==> config.mk <==
export PLATFORM = sky130hd
export DESIGN_NAME = fwek_flash_ctrl
export DESIGN_NICKNAME = d
export VERILOG_FILES = /design/src/logic/fwek_pkg.sv /design/src/logic/fwek_busy_timer.sv /design/src/logic/fwek_flash_ctrl.sv
export SDC_FILE = /design/constraint.sdc
export NUM_CORES = 1
export LEC_CHECK = 0
export ABC_AREA = 1
export BUFFER_PORTS_ARGS = -buffer_cell sky130_fd_sc_hd__buf_2
export CAP_MARGIN = 20
export CELL_PAD_IN_SITES_DETAIL_PLACEMENT = 1
export CELL_PAD_IN_SITES_GLOBAL_PLACEMENT = 1
export CORE_MARGIN = 8
export CORE_UTILIZATION = 40
export DETAILED_ROUTE_END_ITERATION = 10
export PLACE_DENSITY = 0.83
export SYNTH_ARGS = -nofsm -noshare
export SYNTH_HDL_FRONTEND = slang
export SYNTH_SLANG_ARGS = --single-unit
==> constraint.sdc <==
create_clock -name sys_clk -period 5.42 [get_ports sys_clk]
set_input_delay 0.271 -clock sys_clk [delete_from_list [all_inputs] [get_ports sys_clk]]
set_output_delay 0.271 -clock sys_clk [all_outputs]
set_load 0.05 [all_outputs]
==> src/logic/fwek_pkg.sv <==
// Package: register map, fields, key codes and Flash timing for the Flash write/erase block
package fwek_pkg;
  localparam logic [7:0] PSC_ADDR = 8'h8F;
  localparam logic [7:0] KEY_ADDR = 8'hB6;
  localparam logic [7:0] PSC_RESET = 8'h00;
  localparam logic [7:0] KEY_RESET = 8'h00;
  localparam int SCRATCHPAD_SELECT_BIT = 2;
  localparam int ERASE_BIT = 1;
  localparam int WRITE_BIT = 0;
  localparam logic [7:0] KEY_FIRST = 8'hA5;
  localparam logic [7:0] KEY_SECOND = 8'hF1;
  localparam int CLK_MHZ = 250;
  // Flash busy times in microseconds; cycle counts derived below
  localparam int WRITE_TIME_US = 60;
  localparam int ERASE_TIME_US = 30000;
  localparam int WRITE_CYCLES = WRITE_TIME_US * CLK_MHZ;
  localparam int ERASE_CYCLES = ERASE_TIME_US * CLK_MHZ;

  typedef enum logic [1:0] {
    FWEK_LOCKED = 2'b00,
    FWEK_FIRST = 2'b01,
    FWEK_OPEN = 2'b10,
    FWEK_DEAD = 2'b11
  } fwek_lock_t;

  typedef struct packed {
    logic wr;
    logic rd;
    logic [7:0] addr;
    logic [7:0] wdata;
  } fwek_sfr_t;

  typedef struct packed {
    logic req;
    logic erase;
    logic scratch;
    logic [15:0] addr;
    logic [7:0] data;
  } fwek_flash_t;
endpackage

==> src/logic/fwek_busy_timer.sv <==
// Busy-time counter for one Flash write or page erase
`timescale 1ns/100ps
module fwek_busy_timer #(
  parameter int WIDTH = 24
) (
  // Clock, reset and enable
  input wire logic sys_clk,
  input wire logic reset,
  input wire logic clk_en,
  // Control
  input wire logic start,
  input wire logic [WIDTH-1:0] load,
  output logic busy
);
  logic [WIDTH-1:0] cnt_q;

  always_ff @(posedge sys_clk or posedge reset) begin
    if (reset) begin
      cnt_q <= '0;
    end else if (clk_en) begin
      if (start) begin
        cnt_q <= load;
      end else if (cnt_q != '0) begin
        cnt_q <= cnt_q - 1'b1;
      end
    end
  end

  assign busy = (cnt_q != '0);
endmodule

==> src/logic/fwek_flash_ctrl.sv <==
// Flash write/erase control: select/enable register, unlock key and CPU stall
`timescale 1ns/100ps
// Behaviour
// - Control register bits 7:3 read as zero and ignore writes.
// - With scratchpad select set, code reads and Flash writes go to the scratchpad sector.
// - With scratchpad select clear, accesses go to the main Flash sector.
// - With erase and write enables both set, a data-move write erases the addressed page.
// - With erase enable clear, page erase is disabled.
// - With write enable set and erase enable clear a data-move write programs one byte; write enable clear disables it.
// - Writes and erases open only after key 0xA5 then directly 0xF1.
// - After one write or erase completes, the lock closes again.
// - A wrong or out-of-order key write locks Flash until reset.
// - A write or erase attempted while locked locks Flash until reset.
// - Key register reads 00 locked, 01 first key seen, 10 unlocked in bits 1:0.
// - Key register reads 11 when locked until reset.
// - A write or erase without supply monitor and its reset enabled raises a Flash error reset.
module fwek_flash_ctrl #(
  parameter int WRITE_CYCLES = fwek_pkg::WRITE_CYCLES,
  parameter int ERASE_CYCLES = fwek_pkg::ERASE_CYCLES
) (
  // Clock, reset, enable
  input wire logic sys_clk,
  input wire logic reset,
  input wire logic clk_en,
  // Special-function register port
  input wire fwek_pkg::fwek_sfr_t sfr,
  output logic [7:0] sfr_rdata,
  // Data-move write and code read from the core
  input wire logic xwr_req,
  input wire logic [15:0] xwr_addr,
  input wire logic [7:0] xwr_data,
  input wire logic code_rd,
  // Supply monitor state
  input wire logic vmon_enabled,
  input wire logic vmon_reset_enabled,
  // Towards the Flash array
  output fwek_pkg::fwek_flash_t flash,
  output logic code_scratch,
  output logic xwr_to_flash,
  // To core and reset logic
  output logic cpu_stall,
  output logic flash_error_reset
);
  localparam int TW = $clog2(ERASE_CYCLES + 1);

  logic [2:0] psc_q;
  fwek_pkg::fwek_lock_t lock_q;
  logic [7:0] rdata_q;
  fwek_pkg::fwek_flash_t flash_q;
  logic ferr_q;
  logic busy;
  logic busy_d1_q;
  logic key_wr;
  logic attempt;
  logic start;
  logic done;
  fwek_pkg::fwek_lock_t lock_now;

  assign key_wr = sfr.wr && sfr.addr == fwek_pkg::KEY_ADDR;
  // A data-move write is a Flash request only while write enable is set
  assign attempt = xwr_req && psc_q[fwek_pkg::WRITE_BIT] && !busy;
  // Missing supply protection blocks the operation outright
  assign start = attempt && lock_now == fwek_pkg::FWEK_OPEN &&
    vmon_enabled && vmon_reset_enabled;
  assign done = busy_d1_q && !busy;
  // The lock register still reads unlocked in the cycle after the count ends; folding the
  // relock in here keeps a data-move write in that cycle from reusing the spent key
  assign lock_now = (done && lock_q == fwek_pkg::FWEK_OPEN) ?
    fwek_pkg::FWEK_LOCKED : lock_q;

  always_ff @(posedge sys_clk or posedge reset) begin
    if (reset) begin
      psc_q <= fwek_pkg::PSC_RESET[2:0];
    end else if (clk_en && sfr.wr && sfr.addr == fwek_pkg::PSC_ADDR) begin
      psc_q <= sfr.wdata[2:0];
    end
  end

  always_ff @(posedge sys_clk or posedge reset) begin
    if (reset) begin
      lock_q <= fwek_pkg::FWEK_LOCKED;
    end else if (clk_en) begin
      if (lock_now == fwek_pkg::FWEK_DEAD) begin
        lock_q <= fwek_pkg::FWEK_DEAD;
      end else if (attempt && lock_now != fwek_pkg::FWEK_OPEN) begin
        lock_q <= fwek_pkg::FWEK_DEAD;
      end else if (key_wr) begin
        unique case (lock_now)
          fwek_pkg::FWEK_LOCKED: lock_q <= (sfr.wdata == fwek_pkg::KEY_FIRST) ?
            fwek_pkg::FWEK_FIRST : fwek_pkg::FWEK_DEAD;
          fwek_pkg::FWEK_FIRST: lock_q <= (sfr.wdata == fwek_pkg::KEY_SECOND) ?
            fwek_pkg::FWEK_OPEN : fwek_pkg::FWEK_DEAD;
          fwek_pkg::FWEK_OPEN: lock_q <= fwek_pkg::FWEK_DEAD;
          default: lock_q <= fwek_pkg::FWEK_DEAD;
        endcase
      end else begin
        lock_q <= lock_now;
      end
    end
  end

  // Register reads come from a flop, one cycle after the strobe
  always_ff @(posedge sys_clk or posedge reset) begin
    if (reset) begin
      rdata_q <= 8'h00;
    end else if (clk_en && sfr.rd) begin
      if (sfr.addr == fwek_pkg::PSC_ADDR) begin
        rdata_q <= {5'b00000, psc_q};
      end else if (sfr.addr == fwek_pkg::KEY_ADDR) begin
        rdata_q <= {6'h00, lock_now};
      end else begin
        rdata_q <= 8'h00;
      end
    end
  end

  always_ff @(posedge sys_clk or posedge reset) begin
    if (reset) begin
      flash_q <= '0;
    end else if (clk_en) begin
      flash_q.req <= start;
      if (start) begin
        flash_q.erase <= psc_q[fwek_pkg::ERASE_BIT];
        flash_q.scratch <= psc_q[fwek_pkg::SCRATCHPAD_SELECT_BIT];
        flash_q.addr <= xwr_addr;
        flash_q.data <= xwr_data;
      end
    end
  end

  // Error reset pulses when an attempt finds supply protection off
  always_ff @(posedge sys_clk or posedge reset) begin
    if (reset) begin
      ferr_q <= 1'b0;
    end else if (clk_en) begin
      ferr_q <= attempt && !(vmon_enabled && vmon_reset_enabled);
    end
  end

  always_ff @(posedge sys_clk or posedge reset) begin
    if (reset) begin
      busy_d1_q <= 1'b0;
    end else if (clk_en) begin
      busy_d1_q <= busy;
    end
  end

  fwek_busy_timer #(.WIDTH(TW)) u_timer (
    .sys_clk(sys_clk),
    .reset(reset),
    .clk_en(clk_en),
    .start(start),
    .load(psc_q[fwek_pkg::ERASE_BIT] ? TW'(ERASE_CYCLES) : TW'(WRITE_CYCLES)),
    .busy(busy)
  );

  assign sfr_rdata = rdata_q;
  assign flash = flash_q;
  assign code_scratch = psc_q[fwek_pkg::SCRATCHPAD_SELECT_BIT] && code_rd;
  assign xwr_to_flash = psc_q[fwek_pkg::WRITE_BIT];
  assign cpu_stall = busy || start;
  assign flash_error_reset = ferr_q;

  AST_DEAD_STAYS: assert property (@(posedge sys_clk) disable iff (reset)
    lock_q == fwek_pkg::FWEK_DEAD |=> lock_q == fwek_pkg::FWEK_DEAD)
    else $error("permanent lock left");
  AST_BAD_KEY: assert property (@(posedge sys_clk) disable iff (reset)
    clk_en && key_wr && lock_q == fwek_pkg::FWEK_LOCKED && sfr.wdata != fwek_pkg::KEY_FIRST
    |=> lock_q == fwek_pkg::FWEK_DEAD)
    else $error("wrong first key did not lock");
  AST_LOCKED_ATTEMPT: assert property (@(posedge sys_clk) disable iff (reset)
    clk_en && attempt && lock_q != fwek_pkg::FWEK_OPEN |=> lock_q == fwek_pkg::FWEK_DEAD)
    else $error("locked attempt did not lock");
  AST_NO_START_LOCKED: assert property (@(posedge sys_clk) disable iff (reset)
    start |-> lock_q == fwek_pkg::FWEK_OPEN)
    else $error("operation started while locked");
  AST_STALL: assert property (@(posedge sys_clk) disable iff (reset)
    clk_en && start |=> cpu_stall)
    else $error("no stall during operation");
  AST_ERASE_KIND: assert property (@(posedge sys_clk) disable iff (reset)
    clk_en && start |=> flash.req && flash.erase == $past(psc_q[fwek_pkg::ERASE_BIT]))
    else $error("erase flag wrong");
  AST_READ_ZERO: assert property (@(posedge sys_clk) disable iff (reset)
    clk_en && sfr.rd && sfr.addr == fwek_pkg::PSC_ADDR |=> sfr_rdata[7:3] == 5'b00000)
    else $error("upper bits not zero");
  AST_RELOCK: assert property (@(posedge sys_clk) disable iff (reset)
    clk_en && done && lock_q == fwek_pkg::FWEK_OPEN && !key_wr && !attempt
    |=> lock_q == fwek_pkg::FWEK_LOCKED)
    else $error("no relock after operation");
  AST_ERR_RESET: assert property (@(posedge sys_clk) disable iff (reset)
    clk_en && attempt && !vmon_enabled |=> flash_error_reset)
    else $error("missing Flash error reset");

  // One key sequence buys exactly one operation
  AST_ONE_OP: assert property (@(posedge sys_clk) disable iff (reset)
    done |-> !start)
    else $error("second operation started on one key");
  AST_FIRST_KEY: assert property (@(posedge sys_clk) disable iff (reset)
    clk_en && key_wr && !attempt && lock_q == fwek_pkg::FWEK_LOCKED
    && sfr.wdata == fwek_pkg::KEY_FIRST |=> lock_q == fwek_pkg::FWEK_FIRST)
    else $error("first key not taken");
  AST_SECOND_KEY: assert property (@(posedge sys_clk) disable iff (reset)
    clk_en && key_wr && !attempt && lock_q == fwek_pkg::FWEK_FIRST
    && sfr.wdata == fwek_pkg::KEY_SECOND |=> lock_q == fwek_pkg::FWEK_OPEN)
    else $error("second key did not unlock");
  AST_BAD_SECOND: assert property (@(posedge sys_clk) disable iff (reset)
    clk_en && key_wr && lock_q == fwek_pkg::FWEK_FIRST
    && sfr.wdata != fwek_pkg::KEY_SECOND |=> lock_q == fwek_pkg::FWEK_DEAD)
    else $error("wrong second key did not lock");
  AST_WRITE_OFF: assert property (@(posedge sys_clk) disable iff (reset)
    clk_en && xwr_req && !psc_q[fwek_pkg::WRITE_BIT] |=> !flash.req && !flash_error_reset)
    else $error("write reached Flash with write enable clear");
  AST_ERASE_OFF: assert property (@(posedge sys_clk) disable iff (reset)
    clk_en && start && !psc_q[fwek_pkg::ERASE_BIT] |=> !flash.erase)
    else $error("erase with erase enable clear");
  AST_SECTOR: assert property (@(posedge sys_clk) disable iff (reset)
    clk_en && start |=> flash.scratch == $past(psc_q[fwek_pkg::SCRATCHPAD_SELECT_BIT]))
    else $error("operation sent to wrong sector");
  AST_KEY_READ: assert property (@(posedge sys_clk) disable iff (reset)
    clk_en && sfr.rd && sfr.addr == fwek_pkg::KEY_ADDR |=> sfr_rdata[7:2] == 6'h00)
    else $error("key read upper bits not zero");
  AST_ERR_ONLY: assert property (@(posedge sys_clk) disable iff (reset)
    clk_en && !attempt |=> !flash_error_reset)
    else $error("error reset without an attempt");
endmodule

Word-level counts from Yosys, hierarchy flattened
Index checks and enable logic that the tools add are counted.
{"block": "word_totals", "out_inout_bits": 39, "regBits": 65, "input_bits": 49, "wordCells": 56}
{"block": "classes", "n_eq_ne": 9, "muxes": 12, "addsub": 1, "reduce_logical": 23}
{"op": "$mux W23", "count": 3}
{"op": "$eq A8 B8 Y1 const B", "count": 4}
{"op": "$reduce_bool A23 Y1", "count": 1}
{"op": "$sub A23 B1 Y23 const B", "count": 1}
{"op": "$logic_and A1 B1 Y1", "count": 15}
{"op": "$mux W2", "count": 6}
{"op": "$eq A2 B2 Y1 const B", "count": 3}
{"op": "$pmux W2 S2", "count": 1}
{"op": "$reduce_and A2 Y1", "count": 2}
{"op": "$mux W3", "count": 1}
{"op": "$eq A2 B1 Y1 const B", "count": 1}
{"op": "$logic_not A1 Y1", "count": 2}
{"op": "$logic_not A2 Y1", "count": 1}
{"op": "$ne A2 B2 Y1 const B", "count": 1}
{"op": "$reduce_bool A2 Y1", "count": 1}
{"op": "$logic_or A1 B1 Y1", "count": 1}
{"op": "$mux W1", "count": 1}

Logic depth before layout (Yosys ltp)
{"block": "logic_depth", "ltp_word": 11, "ltp_mapped": 13, "mapped_depth_nobuf": 12}

Modules after synthesis
A second synthesis with hierarchy kept.
{"block": "hier_totals", "cells_unflattened": 522, "hier_area_um2": 3553.4}
{"mod": "fwek_busy_timer", "instances": 1, "seq_area_each_um2": 575.6, "cells_each": 303, "area_each_um2": 1801.7}
{"mod": "fwek_flash_ctrl", "instances": 1, "seq_area_each_um2": 925.9, "cells_each": 219, "area_each_um2": 1751.7}

Worst setup path after synthesis
Ideal clock, no wire load.
{"block": "synth_timing", "path_kind": "register -> output", "start": "register u_timer.cnt_q[0]", "end": "output cpu_stall", "arrival_ps": 1656, "path_stages_with_launch": 9, "path_slack_ps": 3493, "t_required_ps": 5149, "n_path_buf": 0, "path_cell_list": "dfrtp_1 inv_1 ha_1 nand2_1 nor2_1 nand4_1 nand3_2 nor2_8 or2_2"}
{"block": "synth_between", "elab_chain_cells": 10, "word_cells_on_any_way": 11, "cone_classes": "1 x eq/ne; 1 x mux; 9 x reduce/logical"}
{"element": "start, declared", "line_no": "fwek_busy_timer.sv:15", "text": "logic [WIDTH-1:0] cnt_q;"}
{"element": "start signal, assigned", "line_no": "fwek_busy_timer.sv:22", "text": "cnt_q <= load;"}
{"element": "start signal, assigned", "line_no": "fwek_busy_timer.sv:24", "text": "cnt_q <= cnt_q - 1'b1;"}
{"element": "$reduce_bool A23 Y1 *", "line_no": "fwek_busy_timer.sv:29", "text": "assign busy = (cnt_q != '0);"}
{"element": "$logic_not A1 Y1", "line_no": "fwek_flash_ctrl.sv:61, fwek_flash_ctrl.sv:65"}
{"element": "$logic_and A1 B1 Y1", "line_no": "fwek_flash_ctrl.sv:65", "text": "assign done = busy_d1_q && !busy;"}
{"element": "$logic_and A1 B1 Y1", "line_no": "fwek_flash_ctrl.sv:68", "text": "assign lock_now = (done && lock_q == fwek_pkg::FWEK_OPEN) ?"}
{"element": "$mux W2", "line_no": "fwek_flash_ctrl.sv:68"}
{"element": "$eq A2 B2 Y1", "line_no": "fwek_flash_ctrl.sv:63", "text": "assign start = attempt && lock_now == fwek_pkg::FWEK_OPEN &&"}
{"element": "$logic_and A1 B1 Y1 (2 in a row)", "line_no": "fwek_flash_ctrl.sv:63"}
{"element": "$logic_and A1 B1 Y1", "line_no": "fwek_flash_ctrl.sv:64", "text": "vmon_enabled && vmon_reset_enabled;"}
{"element": "$logic_or A1 B1 Y1 *", "line_no": "fwek_flash_ctrl.sv:161", "text": "assign cpu_stall = busy || start;"}
{"element": "end, declared", "line_no": "fwek_flash_ctrl.sv:41", "text": "output logic cpu_stall,"}
Mark *: on every way between the ends. The rest lies on a longest branch, timed or not.

Worst setup path after layout
Same ends and word-level chain as after synthesis.

==> impl_metrics.json <==
{
  "status": "complete, no violations",
  "fp.dieH_um": 106,
  "crit_path_start_kind": "flip-flop",
  "synth-xor-area-share": 0.0297,
  "postCtsSetupRepairBufs": 0,
  "intPower_mw": 0.908,
  "fin_tns_setup_ns": 0,
  "finClkSkew_ns": 0.0110,
  "cts-buffers-inserted": 9,
  "cp_cell_sequence": "inv_1 > ha_1 > nand3_1 > nor2_2 > nand4_2 > nor2_2 > inv_2 > nor2_8 > or2_2 > buf_2",
  "critPathRequiredTime_ns": 5.15,
  "wl_mm": 9.67,
  "peakVddDrop_v": 0.000150,
  "port_buffers": 82,
  "synth_area_leaders": "dfrtp_1 46%, nand2_1 15%, nand3_1 9.2%, inv_1 4.0%, nor2_1 3.9%",
  "drv_cap": 0,
  "cts.sinks": 60,
  "cts_buffer_depth": 2,
  "cts_hold_buf": 0,
  "grt_max_degree": 61,
  "ys_seq_elements": 60,
  "synthAdderAreaFrac": 0.00771,
  "syn_inst": 421,
  "synth_top_family_by_area": "simple AND/OR/NAND/NOR gates",
  "relSlewSlack": 0.470,
  "h-tree-depth": 3,
  "path_buf_inv": 3,
  "yosysUniqueCellTypes": 36,
  "clkPwrFrac": 0.278,
  "grt_usage": 0.174,
  "insertion_delay_ns": 0.34,
  "rr_startpoint": "u_timer.cnt_q[0]",
  "finalHoldViolCount": 0,
  "yosysTopAreaCell": "dfrtp_1",
  "yosysWarnings": 0,
  "antenna_cells": 0,
  "synth-edff-count": 0,
  "avgSynthCellArea_um2": 7.71,
  "swShare": 0.392,
  "antenna_found_initial": 0,
  "synth.most_common_cell": "nand2_1",
  "synth_ff_type": "dfrtp_1",
  "overflow": 0,
  "antenna_left": 0,
  "start_util": 0.403,
  "fmax_mhz": 356,
  "async_reset_ff_frac": 1.00,
  "grt_pass1_vias": 3490,
  "drc": 0,
  "cts_tree": "built",
  "synth_compound_area_frac": 0.0408,
  "ys_seq_area_frac": 0.462,
  "synth_common_cells": "132 x nand2_1, 60 x dfrtp_1, 60 x nand3_1, 35 x inv_1, 34 x nor2_1",
  "clk_pin_slew_ns": 0.08,
  "grt_pass1_wl_mm": 16.3,
  "final.min_clock_period_ns": 2.81,
  "drive_above_1_share": 0.243,
  "synth_area_um2": 3250,
  "end_kind": "primary output",
  "core_area_um2": 8050,
  "die_w_um": 106,
  "drtIter0Drc": 99,
  "cp_max_fo": 27,
  "dr.pass1.iters": 4,
  "num_vias": 3141,
  "fillCellCount": 1042,
  "area_growth_pct": 20.3,
  "crit_start": "u_timer.cnt_q[0]",
  "ioPinCount": 88,
  "power_frac_comb": 0.309,
  "hpwl_mm": 7.11,
  "core.rowCount": 33,
  "yosys.area_share.simple": 0.382,
  "dp_slack_ns": 2.67,
  "dieArea_um2": 11300,
  "pwr_density_cell_nw_per_um2": 382,
  "synth.mux.area_fraction": 0,
  "crit_type": "flip-flop to primary output",
  "timing.final.ws_setup_ns": 2.61,
  "ctsResizeCount": 0,
  "worst_path_max_delay_cell": "dfrtp_1",
  "tightest_slew_ns": 0.794,
  "critPathTopFamily": "simple AND/OR/NAND/NOR gates",
  "p_seq_frac": 0.413,
  "rsz0062_at_grt": "no",
  "report.final.slew_viol_count": 0,
  "gp_congestion": 0.858,
  "hold_class": "primary input to asynchronous set/reset pin",
  "wl_per_cell_um": 15.8,
  "cpPeakStageDelay_ns": 0.40,
  "multi_input_area_um2": 1510,
  "netSwitchingPower_mw": 0.585,
  "cp_common_cell": "nor2_2",
  "final-seq-area_um2": 1500,
  "root_buffer": "clkbuf_8",
  "num-nets-final": 552,
  "vias_per_cell": 5.14,
  "synth.top_cell.area_share": 0.462,
  "p_leak_nw": 2.23,
  "setup_viol_count_final": 0,
  "finalCritPeriodShare": 0.518,
  "arrival_ns": 2.54
}
[path summary, 6_finish.rpt]
| path | to | slack, ns | cells past startpoint |
|---|---|---|---|
| setup / recovery | cpu_stall | 2.61 | 10 |
| hold / removal | flash[8] | 0.14 | 3 |
| setup reg to reg | u_timer.cnt_q[4] | 2.64 | 12 |
| hold reg to reg | flash[7] | 0.48 | 2 |
| max in group asynchronous | u_timer.cnt_q[18] | 4.74 | 3 |
| min in group sys_clk | flash[22] | 0.15 | 3 |
[routing by layer]
layer	part of all wire	global-route usage
met2	0.50	0.310
met1	0.45	0.206
met4	0.010	0.0372
met5	0	0
met3	0.037	0.0454
[layout by cell type (no fill, tap or decap), types with 2 or more instances in the layout]
cell	synthesis	routed
clkinvlp_4	0	3
clkbuf_8	0	10
nor2_4	3	3
nand4_1	7	7
nor2_1	34	34
inv_1	35	34
or2_2	5	5
inv_2	2	3
nand4_2	2	2
xor2_1	7	7
nor3_1	7	7
nor2_2	6	6
buf_2	8	82
nor4_1	4	4
xnor2_1	4	4
dfrtp_1	60	60
nor3b_1	2	2
nand2_4	2	2
o21ai_0	13	13
ha_1	2	2
nand2_1	132	132
a21oi_1	2	2
nand2_2	2	2
o31ai_1	2	2
conb_1	1	5
nand3_1	60	60
[worst reg2reg max path: stages, from the launching register on]
cell and delay [ns]:
dfrtp_1 0.40, inv_1 0.18, ha_1 0.23, nand3_1 0.11, nor2_2 0.13, nand4_2 0.14, nor2_2 0.15, inv_2 0.08
nor2_8 0.31, nand2_4 0.39, nand2_2 0.38, nand3_1 0.13, nand2_1 0.09
[sequential cells by signal, indices dropped and copies added, names as in the netlist]
name / flops
flash: 27
u_timer.cnt_q: 23
psc_q: 3
sfr_rdata: 3
lock_q: 2
busy_d1_q: 1
flash_error_reset: 1
[cell type report]
class                   instances  area share
well taps                     105      0.0336
repair buffers                 83       0.107
clock buffers                  11      0.0362
multi-input cells             310       0.388
clock inverters                 5      0.0157
flip-flops and latches         60       0.384
inverters                      37      0.0356
[stage by stage]
step	power [mW]	cells	cell area (µm²)	util	hold WS [ns]
finish	1.49	611	3910	0.485	0.142
global route	1.59	611	3910	0.485	0.157
CTS	1.51	611	3910	0.485	0.132
detailed placement	1.08	595	3700	0.460	0.458
global placement	1.05	595	3700	0.460	0.454
floorplan	0.950	425	3260	-	0.392
[kinds of logic after synthesis]
kind of cell	Yosys count
AO/OA/AOI/OAI	23
XOR/XNOR	11
other	1
adder cells (fa/ha/maj)	2
AND/OR/NAND/NOR	269
flip-flops	60
buffers and inverters	55
[power by group through the flow]
stage	registers [mW]	logic, mW	clock network [mW]
6_report	0.617	0.461	0.415
5_1_grt	0.628	0.518	0.440
4_1_cts	0.616	0.463	0.426
3_5_place_dp	0.623	0.456	0
3_3_place_gp	0.617	0.437	0
2_1_floorplan	0.605	0.346	0
(Power assumes the default switching activity.)
